===== src/design/tdr_map.svh =====
/*
 * Register offsets, field positions, reset values and sizes of the TLB
 * debug readout block. Assumes byte addressing on a 32-bit register bus.
 */
`ifndef TDR_MAP_SVH
`define TDR_MAP_SVH

// Register byte offsets
`define TDR_OFS_PTR 4'h0
`define TDR_OFS_DATA 4'h4
`define TDR_OFS_POS 4'h8
`define TDR_OFS_STAT 4'hC

// Pointer register fields
`define TDR_PTR_ENT_HI 15
`define TDR_PTR_ENT_LO 4
`define TDR_PTR_WRD_HI 3
`define TDR_PTR_WRD_LO 0
`define TDR_PTR_RESET 16'h0000

// Entry storage
`define TDR_ENTRIES 16
`define TDR_IDX_W 4

// Word numbers
`define TDR_WORD_VA 4'h1
`define TDR_WORD_ATTR 4'h2
`define TDR_WORD_ID 4'h3
`define TDR_WORD_PERM 4'h4
`define TDR_WORD_PHYS 4'h5

// Flag positions; info and position bits in every word, pointer flag in words 3 and 4 only
`define TDR_INFO_HI 3
`define TDR_INFO_LO 2
`define TDR_PVAL_BIT 1
`define TDR_POS_BIT 0
`define TDR_INFO_OK 2'h0
`define TDR_INFO_BAD 2'h1

// Entry-position codes
`define TDR_POS_MID 2'h0
`define TDR_POS_FIRST 2'h1
`define TDR_POS_LAST 2'h2
`define TDR_POS_TLB0 2'h3

`endif


===== src/design/tdr_pkg.sv =====
/*
 * Types of the TLB debug readout block: the stored entry and the
 * formatted answer. Assumes nothing beyond a SystemVerilog compiler.
 */
package tdr_pkg;

   // Entry type codes
   typedef enum logic [1:0] {
      TDR_ET_XLATE = 2'h0,
      TDR_ET_NOXLATE = 2'h1,
      TDR_ET_S2BYPASS = 2'h2,
      TDR_ET_USFBYPASS = 2'h3
   } tdr_etype_t;

   // One TLB entry as the translation logic fills it
   typedef struct packed {
      logic [27:0] lookup_va;
      logic [14:0] stream_id;
      logic [7:0] ctx_index;
      logic non_secure;
      logic [14:0] stream_mask;
      tdr_etype_t entry_type;
      logic contig_hint;
      logic priv_exec_never;
      logic exec_never_flag;
      logic [2:0] hyp_access_perm;
      logic access_flag_enable;
      logic [27:0] phys_addr_field;
   } tdr_entry_t;

   // Formatted debug word with its full position code
   typedef struct packed {
      logic [31:0] data;
      logic [1:0] entry_position_code;
   } tdr_word_t;

endpackage : tdr_pkg


===== src/design/tdr_fmt.sv =====
/*
 * Combinational formatter: builds one debug data word from a TLB entry.
 * Assumes the caller has checked the pointer and entry validity.
 */
`timescale 1ns/1ps
`include "tdr_map.svh"

module tdr_fmt (
   // Selected entry
   input wire tdr_pkg::tdr_entry_t entry_i,
   input wire logic entry_ok_i,
   input wire logic first_entry_i,
   // Selected word
   input wire logic [3:0] word_i,
   input wire logic ptr_ok_i,
   // Answer
   output tdr_pkg::tdr_word_t word_o
);

   // Payload, flags and position code of the selected word
   always_comb begin
      logic [31:0] d;
      logic [1:0] pos;
      logic info_bad;
      d = 32'h0000_0000; // Reserved bits read as zero
      pos = `TDR_POS_MID;
      info_bad = !ptr_ok_i || !entry_ok_i;
      unique case (word_i)
         `TDR_WORD_VA: begin
            d[31:4] = entry_i.lookup_va;
            pos = first_entry_i ? `TDR_POS_TLB0 : `TDR_POS_FIRST;
         end
         `TDR_WORD_ATTR: begin
            d = 32'h0000_0000; // Attribute word is not held here
         end
         `TDR_WORD_ID: begin
            d[31:17] = entry_i.stream_id;
            d[15:8] = entry_i.ctx_index;
            d[4] = entry_i.non_secure;
            d[`TDR_PVAL_BIT] = !ptr_ok_i; // Inverted sense
         end
         `TDR_WORD_PERM: begin
            d[31:17] = entry_i.stream_mask;
            d[12:11] = entry_i.entry_type;
            d[10] = entry_i.contig_hint;
            d[9] = entry_i.priv_exec_never;
            d[8] = entry_i.exec_never_flag;
            d[7:5] = entry_i.hyp_access_perm;
            d[4] = entry_i.access_flag_enable;
            d[`TDR_PVAL_BIT] = !ptr_ok_i;
         end
         `TDR_WORD_PHYS: begin
            d[31:4] = entry_i.phys_addr_field; // Bit 1 stays reserved
            pos = `TDR_POS_LAST;
         end
         default: begin
            info_bad = 1'b1; // No such word in an entry
         end
      endcase
      if (info_bad) begin
         d = 32'h0000_0000; // Hide stale contents of a bad selection
         if (word_i == `TDR_WORD_ID || word_i == `TDR_WORD_PERM) begin
            d[`TDR_PVAL_BIT] = !ptr_ok_i;
         end
      end
      d[`TDR_INFO_HI:`TDR_INFO_LO] = info_bad ? `TDR_INFO_BAD : `TDR_INFO_OK;
      d[`TDR_POS_BIT] = pos[0]; // Only one bit fits here
      word_o.data = d;
      word_o.entry_position_code = pos;
   end

endmodule : tdr_fmt


===== src/design/tdr_top.sv =====
/*
 * TLB debug readout: holds TLB entries filled by the translation logic
 * and returns one 32-bit word of a chosen entry per debug read.
 * Assumes an Avalon-MM master on the same clock and a fill port driven
 * by same-clock logic, so neither path is synchronised.
 */
// The register addresses and the Avalon-MM register port were left to the implementer.
`timescale 1ns/1ps
`include "tdr_map.svh"

module tdr_top (
   // Clock and reset
   input wire logic clk_i,
   input wire logic srst_i,
   // Avalon-MM slave
   input wire logic [3:0] avs_address_i,
   input wire logic avs_read_i,
   input wire logic avs_write_i,
   input wire logic [31:0] avs_writedata_i,
   input wire logic [3:0] avs_byteenable_i,
   output logic [31:0] avs_readdata_o,
   output logic avs_waitrequest_o,
   // Entry fill from the translation logic
   input wire logic fill_valid_i,
   input wire logic [`TDR_IDX_W-1:0] fill_index_i,
   input wire tdr_pkg::tdr_entry_t fill_entry_i,
   input wire logic flush_all_i,
   // Debug view
   output logic [1:0] entry_position_code_o,
   output logic read_done_o
);

   // Bus handshake states
   typedef enum logic {
      TDR_S_IDLE,
      TDR_S_ACK
   } tdr_bus_state_t;

   // Address decode, shared by read and write paths
   function automatic logic tdr_is_reg(input logic [3:0] addr, input logic [3:0] ofs);
      tdr_is_reg = (addr == ofs);
   endfunction : tdr_is_reg

   tdr_bus_state_t state_q;
   tdr_bus_state_t state_d;
   logic wait_q;
   logic wait_d;
   logic [31:0] rdata_q;
   logic [31:0] rdata_d;
   logic [15:0] ptr_q;
   logic [15:0] ptr_d;
   logic [1:0] pos_q;
   logic [1:0] pos_d;
   logic done_q;
   logic done_d;
   logic [`TDR_ENTRIES-1:0] valid_q;
   logic [`TDR_ENTRIES-1:0] valid_d;
   logic [15:0] reads_q;
   logic [15:0] reads_d;

   // Entry storage; contents need no reset, validity does
   tdr_pkg::tdr_entry_t mem_q [`TDR_ENTRIES];

   logic [11:0] sel_entry;
   logic [3:0] sel_word;
   logic ptr_ok;
   logic [`TDR_IDX_W-1:0] sel_idx;
   tdr_pkg::tdr_entry_t sel_ent;
   tdr_pkg::tdr_word_t fmt_word;
   logic req;

   // Pointer fields
   assign sel_entry = ptr_q[`TDR_PTR_ENT_HI:`TDR_PTR_ENT_LO];
   assign sel_word = ptr_q[`TDR_PTR_WRD_HI:`TDR_PTR_WRD_LO];
   // Pointers past the stored entries are reported invalid
   assign ptr_ok = (sel_entry < 12'(`TDR_ENTRIES));
   assign sel_idx = sel_entry[`TDR_IDX_W-1:0];
   assign sel_ent = mem_q[sel_idx];
   assign req = avs_read_i || avs_write_i;

   // Word formatter
   tdr_fmt u_fmt (
      .entry_i(sel_ent),
      .entry_ok_i(ptr_ok && valid_q[sel_idx]),
      .first_entry_i(sel_entry == 12'h000),
      .word_i(sel_word),
      .ptr_ok_i(ptr_ok),
      .word_o(fmt_word)
   );

   // Entry storage writes; same-clock source so no synchroniser
   always_ff @(posedge clk_i) begin
      if (fill_valid_i) begin
         mem_q[fill_index_i] <= fill_entry_i;
      end
   end

   // Validity: a fill in the flush cycle survives the flush
   always_comb begin
      valid_d = valid_q;
      if (flush_all_i) begin
         valid_d = '0;
      end
      if (fill_valid_i) begin
         valid_d[fill_index_i] = 1'b1;
      end
   end

   always_ff @(posedge clk_i) begin
      if (srst_i) begin
         valid_q <= '0;
      end else begin
         valid_q <= valid_d;
      end
   end

   // Bus slave: one wait cycle, then waitrequest low for exactly one
   // cycle. Holding waitrequest high while idle keeps timing fixed.
   always_comb begin
      state_d = state_q;
      wait_d = 1'b1;
      rdata_d = rdata_q;
      ptr_d = ptr_q;
      pos_d = pos_q;
      done_d = 1'b0;
      reads_d = reads_q;
      unique case (state_q)
         TDR_S_IDLE: begin
            if (req) begin
               state_d = TDR_S_ACK;
               wait_d = 1'b0;
               rdata_d = 32'h0000_0000; // Unmapped reads return zero
               if (avs_read_i) begin
                  if (tdr_is_reg(avs_address_i, `TDR_OFS_PTR)) begin
                     rdata_d = {16'h0000, ptr_q}; // Upper half reserved
                  end else if (tdr_is_reg(avs_address_i, `TDR_OFS_DATA)) begin
                     rdata_d = fmt_word.data;
                     pos_d = fmt_word.entry_position_code;
                     done_d = 1'b1;
                     reads_d = reads_q + 16'h0001;
                  end else if (tdr_is_reg(avs_address_i, `TDR_OFS_POS)) begin
                     rdata_d = {30'h0000_0000, pos_q};
                  end else if (tdr_is_reg(avs_address_i, `TDR_OFS_STAT)) begin
                     rdata_d = {reads_q, valid_q};
                  end
               end else if (tdr_is_reg(avs_address_i, `TDR_OFS_PTR)) begin
                  // Writes honour byte lanes; upper lanes are reserved
                  if (avs_byteenable_i[0]) begin
                     ptr_d[7:0] = avs_writedata_i[7:0];
                  end
                  if (avs_byteenable_i[1]) begin
                     ptr_d[15:8] = avs_writedata_i[15:8];
                  end
               end
            end
         end
         TDR_S_ACK: begin
            state_d = TDR_S_IDLE; // Master releases at this edge
         end
      endcase
   end

   always_ff @(posedge clk_i) begin
      if (srst_i) begin
         state_q <= TDR_S_IDLE;
         wait_q <= 1'b1;
         rdata_q <= 32'h0000_0000;
         ptr_q <= `TDR_PTR_RESET;
         pos_q <= `TDR_POS_MID;
         done_q <= 1'b0;
         reads_q <= 16'h0000;
      end else begin
         state_q <= state_d;
         wait_q <= wait_d;
         rdata_q <= rdata_d;
         ptr_q <= ptr_d;
         pos_q <= pos_d;
         done_q <= done_d;
         reads_q <= reads_d;
      end
   end

   // Outputs straight from flops
   assign avs_readdata_o = rdata_q;
   assign avs_waitrequest_o = wait_q;
   assign entry_position_code_o = pos_q;
   assign read_done_o = done_q;

endmodule : tdr_top


===== config.mk =====
export PLATFORM = sky130hd
export DESIGN_NAME = tdr_top
export DESIGN_NICKNAME = d
export VERILOG_FILES = /design/src/design/tdr_pkg.sv /design/src/design/tdr_fmt.sv /design/src/design/tdr_top.sv
export VERILOG_INCLUDE_DIRS = /design/src /design/src/design
export SDC_FILE = /design/constraint.sdc
export NUM_CORES = 2
export LEC_CHECK = 0
export BUFFER_PORTS_ARGS = -buffer_cell sky130_fd_sc_hd__buf_2
export CORE_AREA = 2 2 388 390
export CTS_BUF_LIST = sky130_fd_sc_hd__clkbuf_8
export CTS_CLUSTER_SIZE = 24
export DETAILED_ROUTE_END_ITERATION = 10
export DIE_AREA = 0 0 390 392
export PLACE_DENSITY_LB_ADDON = 0.3
export SETUP_SLACK_MARGIN = 0.4
export SLEW_MARGIN = 10
export SYNTH_ARGS = -nofsm -noshare
export SYNTH_HDL_FRONTEND = slang
export SYNTH_HIERARCHICAL = 1
export SYNTH_SLANG_ARGS = --single-unit

===== constraint.sdc =====
create_clock -name clk_i -period 12.9 [get_ports clk_i]
set_input_delay 1.29 -clock clk_i [delete_from_list [all_inputs] [get_ports clk_i]]
set_output_delay 1.29 -clock clk_i [all_outputs]
set_load 0.01 [all_outputs]

Word level (Yosys, flattened, before mapping)
Memories as Yosys holds them, arrays and structs flattened. A register that Yosys moved wholly into a read port is not among the register bits.
Index checks and enable logic that the tools add are counted.
{"block": "op_classes", "addsub": 1, "n_mul": 0, "n_div": 0, "order_cmp": 4, "n_eq_ne": 8, "shift": 0, "mux": 32, "bitwise_logic": 5, "n_reduce_logical": 17}
{"cell": "32-bit 2-to-1 mux", "count": 6}
{"cell": "15-bit case mux with 4 select lines", "count": 1}
{"cell": "16-bit 2-to-1 mux", "count": 2}
{"cell": "5-bit case mux with 4 select lines", "count": 1}
{"cell": "3-bit case mux with 3 select lines", "count": 2}
{"cell": "16-bit by 1-bit adder with 16-bit output, second input constant", "count": 1}
{"cell": "16-bit OR", "count": 1}
{"cell": "5-bit AND reduction", "count": 3}
{"cell": "4-bit by 3-bit equality test with 1-bit output, second input constant", "count": 3}
{"cell": "12-bit zero test", "count": 1}
{"cell": "12-bit by 5-bit less-than comparator with 1-bit output, second input constant", "count": 1}
{"cell": "1-bit 2-to-1 mux", "count": 11}
{"cell": "4-bit by 5-bit less-than comparator with 1-bit output, second input constant", "count": 2}
{"cell": "5-bit OR reduction", "count": 2}
{"cell": "4-bit by 2-bit equality test with 1-bit output, second input constant", "count": 2}
{"cell": "4-bit equality test, second input constant", "count": 2}
{"cell": "4-bit 2-to-1 mux", "count": 2}
{"cell": "1-bit binary-select mux with 4-bit select", "count": 1}
{"cell": "1-bit demux with 4-bit select", "count": 1}
{"cell": "4-bit by 1-bit equality test with 1-bit output, second input constant", "count": 1}
{"cell": "4-bit by 1-bit greater-or-equal comparator with 1-bit output, second input constant", "count": 1}
{"cell": "4-bit zero test", "count": 1}
{"cell": "1-bit NOT", "count": 4}
{"cell": "1-bit case mux with 2 select lines", "count": 2}
{"cell": "other kinds (8)", "count": 13}
{"block": "totals", "regBits": 85, "latchBits": 0, "mem_bits_rw": 1664, "rom_bits": 0, "in_bits": 154, "output_inout_bits": 36, "wordCells": 77, "n_memories": 1}
{"name": "mem_q", "depth": 16, "width": 104, "read_ports": 1, "rd_ports_with_merged_regs": 1, "wr": 1, "line_no": "tdr_top.sv:62", "text": "tdr_pkg::tdr_entry_t mem_q [`TDR_ENTRIES];"}

Longest topological paths before layout
{"block": "depth", "ltp_word": 10, "ltp_mapped": 11}

Modules after synthesis
The synthesis kept the hierarchy.
{"module": "tdr_top", "instances": 1, "cells_per_inst": 2973, "area_each_um2": 65703.0}
{"module": "tdr_fmt", "instances": 1, "cells_per_inst": 139, "area_each_um2": 984.7}

Worst setup path before layout
Ideal clock, no wire load.
{"block": "synth_timing", "kind": "input to register", "start": "input fill_index_i[0]", "end": "memory mem_q[0][0] (netlist name) (enable)", "setup_time_ns": 0.698, "arrival_time_ns": 8.885, "required_time_ns": 12.202, "path_slack_ns": 3.317, "path_stages": 2, "path_buffers": 0, "path_cell_list": "or3b_2 nor3_1"}
{"item": "start, declared", "line_no": "tdr_top.sv:25", "text": "input wire logic [`TDR_IDX_W-1:0] fill_index_i,"}
{"item": "end, declared", "line_no": "tdr_top.sv:62"}
Straight into the memory's write port.

==> results_dict.tcl <==
set metrics [dict create \
    outcome "finished, final reports clean" \
    ant_nets 0 \
    cp-start-kind "register" \
    pre_cts_ws_ns 7.95 \
    core_area_um2 149000 \
    whs_ns 0.465 \
    rsz0062_at_grt "false" \
    ir_drop_v 0.000111 \
    cp_slowest_cell "dfxtp_4" \
    finalMaxSlewViolations 0 \
    grt_pass1_wl_mm 235 \
    drt_wl_total_mm 164 \
    fp.dieW_um 390 \
    layout.nets 3605 \
    post_drt_wl_per_cell_um 29.4 \
    cp.depth 10 \
    layout-drive-gt1-share_pct 29.1 \
    num_rows 142 \
    async_flop_share_pct 0 \
    layout.cells.non_filler 5592 \
    powerDensity_nw_per_um2 147 \
    grtUsageTotal_pct 21.5 \
    area_growth_pct 12.6 \
    finalPower_mw 11.0 \
    post_cts_resize_count 0 \
    die_h_um 392 \
    crit_top_cell "a22oi_1" \
    clockBufferDepth 4 \
    place_congestion 0.845 \
    fin_skew_ns 0.0353 \
    postLayoutCoreUtil_pct 50.5 \
    grt_overflow_total 0 \
    final_cell_mix "1664 x edfxtp_1, 419 x mux4_2, 311 x clkbuf_8, 251 x a22oi_1, 172 x nand2_1" \
    p_switching_mw 2.30 \
    cp_top_family "buffers and inverters" \
    num_vias 33200 \
    clock_latency_ns 1.00 \
    pwr-share-comb_pct 2.2 \
    worst_setup_path_end_kind "register" \
    synth-edff-count 1664 \
    seq_area_frac_synth_pct 77.6 \
    holdBufCountCts 0 \
    cts_tree "built" \
    path_buf_inv 2 \
    hp-class "register to register" \
    swShare_pct 20.9 \
    drcViolationCount 0 \
    cp_slowest_stage_delay_ns 0.82 \
    ios 190 \
    worst_slack_ns 8.02 \
    cp_cell_sequence "buf_12 > buf_4 > mux4_2 > a22oi_1 > nand2_1 > mux2_2 > a22oi_1 > a21oi_2 > o211ai_1 > o2bb2ai_1" \
    netlist-cell-type-count 53 \
    p_leak_nw 23.6 \
    start_util_pct 44.8 \
    netlist_area_um2 66700 \
    dr.pass1.iters 6 \
    p_clk_share_pct 40.0 \
    critPathCapture "avs_readdata_o[8]" \
    synth-seq-cells 1753 \
    syn_avg_cell_area_um2 21.4 \
    period_share_pct 37.8 \
    cts_sinks 1753 \
    syn_inst 3112 \
    path_clk_slew_ns 0.06 \
    root_buffer "clkbuf_8" \
    drv_cap 0 \
    ys_warn_count 6 \
    hold_viol 0 \
    post_cts_buffers 0 \
    cp.arrival_ns 5.71 \
    cts-htree-levels 5 \
    crit_path_max_fanout 102 \
    initialDrtViolationCount 3728 \
    maxSlewHeadroom_pct 18.8 \
    worst_slew_pin_slew_ns 1.22 \
    regToRegSetupSlack_ns 8.02 \
    grt_max_degree 121 \
    placedInstanceArea_um2 69900 \
    grt_pass1_vias 33500 \
    portBuffers 171 \
    antenna_found_initial 40 \
    fmax_ghz 0.205 \
    pwr-share-seq_pct 57.8 \
    setup_viol 0 \
    yosys_most_used_dff "edfxtp_1" \
    final_common_cell "edfxtp_1" \
    setup.worst_path.class "register to register" \
    cp.required_ns 13.73 \
    hpwlAfterDp_mm 85.4 \
    fin_crit_ns 4.88 \
    synth_nets 3267 \
    design_area_um2 75100 \
    ff2ff_path_depth 10 \
    worst_r2r_endpoint "avs_readdata_o[8]" \
    internal_power_mw 8.72 \
    placed_cells 5097 \
    setup_tns_ns 0 \
    via_per_inst 5.94 \
    die_area_um2 153000 \
    cts_buffers 293 \
]
==> worst min path at each step <==
| stage | cells past startpoint | startpoint | to | slack [ns] |
|---|---|---|---|---|
| 6_report | 1 | avs_readdata_o[6] | avs_readdata_o[6] | 0.47 |
| 5_1_grt | 1 | avs_readdata_o[22] | avs_readdata_o[22] | 0.49 |
| 4_1_cts | 3 | avs_writedata_i[10] | ptr_q[10] | 0.46 |
| 3_5_place_dp | 1 | avs_readdata_o[23] | avs_readdata_o[23] | 0.45 |
| 3_3_place_gp | 1 | avs_readdata_o[5] | avs_readdata_o[5] | 0.44 |
| 2_1_floorplan | 2 | valid_q[1] | valid_q[1] | 0.45 |
==> Yosys cell counts (all sizes together) (4+ instances only) <==
master      n  share of area, %
edfxtp   1664                75
mux4      419                14
a22oi     251               2.8
nand2     172              0.97
clkbuf    113              0.64
dfxtp      89               2.7
nor2       73              0.41
buf        72              0.53
a21oi      43              0.34
o2bb2ai    32              0.42
mux2       25              0.42
mux2i      21              0.32
nand3      17              0.13
o211ai     16              0.19
inv        13             0.073
nor3       11             0.083
nor2b      10             0.094
nor4        9             0.084
xnor2       8              0.11
or3         7             0.066
a21o        5             0.056
nand2b      5             0.047
o21ai       4             0.030
==> flip-flops by register name, indices dropped and copies added (netlist names), named ones only <==
register               count
avs_readdata_o            32
avs_waitrequest_o          1
entry_position_code_o      2
mem_q                   1664
ptr_q                     16
read_done_o                1
reads_q                   16
state_q                    1
valid_q                   16
==> power by group through the flow <==
stage / registers (mW) / logic (mW) / clock network, mW
final: 6.37 / 0.248 / 4.41
after floorplan: 6.49 / 0.0964 / 0
after detailed placement: 6.49 / 0.248 / 0
after CTS: 6.37 / 0.249 / 4.50
after global routing: 6.37 / 0.267 / 4.75
after global placement: 6.48 / 0.242 / 0
==> logic make-up after synthesis <==
| kind of cell | share of synthesized area [%] |
|---|---|
| flip-flops | 77.6 |
| multiplexers | 14.9 |
| AO/OA/AOI/OAI | 3.95 |
| AND/OR/NAND/NOR | 2.17 |
| buffers and inverters | 1.24 |
| XOR/XNOR | 0.131 |
| adder cells (fa/ha/maj) | 0.0188 |
| other | 0.00562 |
==> layout make-up <==
type	count	area, um2
timing repair buffer	228	1450
inverter	13	71.3
tap	1944	2430
multi-input combinational	1161	14300
antenna	8	20.0
clock buffer	311	4280
fill	11800	73800
sequential	1753	51800
clock inverter	174	847
==> routing by layer <==
| layer | vias to the layer above | part of all wire, % | wire length, um | GRT usage, % |
|---|---|---|---|---|
| li1 | 13800 | - | - | - |
| met1 | 17600 | 42 | 69000 | 31.2 |
| met2 | 1495 | 46 | 75400 | 32.4 |
| met3 | 265 | 9.7 | 16000 | 5.58 |
| met4 | 22 | 2.4 | 3940 | 6.23 |
| met5 | - | 0.086 | 141 | 0 |
==> worst reg2reg max path, cell delays in order, from the launching register on <==
cell,delay [ns]
dfxtp_4,0.82
buf_12,0.74
buf_4,0.90
mux4_2,0.63
a22oi_1,0.23
nand2_1,0.15
mux2_2,0.34
a22oi_1,0.19
a21oi_2,0.08
o211ai_1,0.52
o2bb2ai_1,0.15
Power figures use the tool's default switching activity.
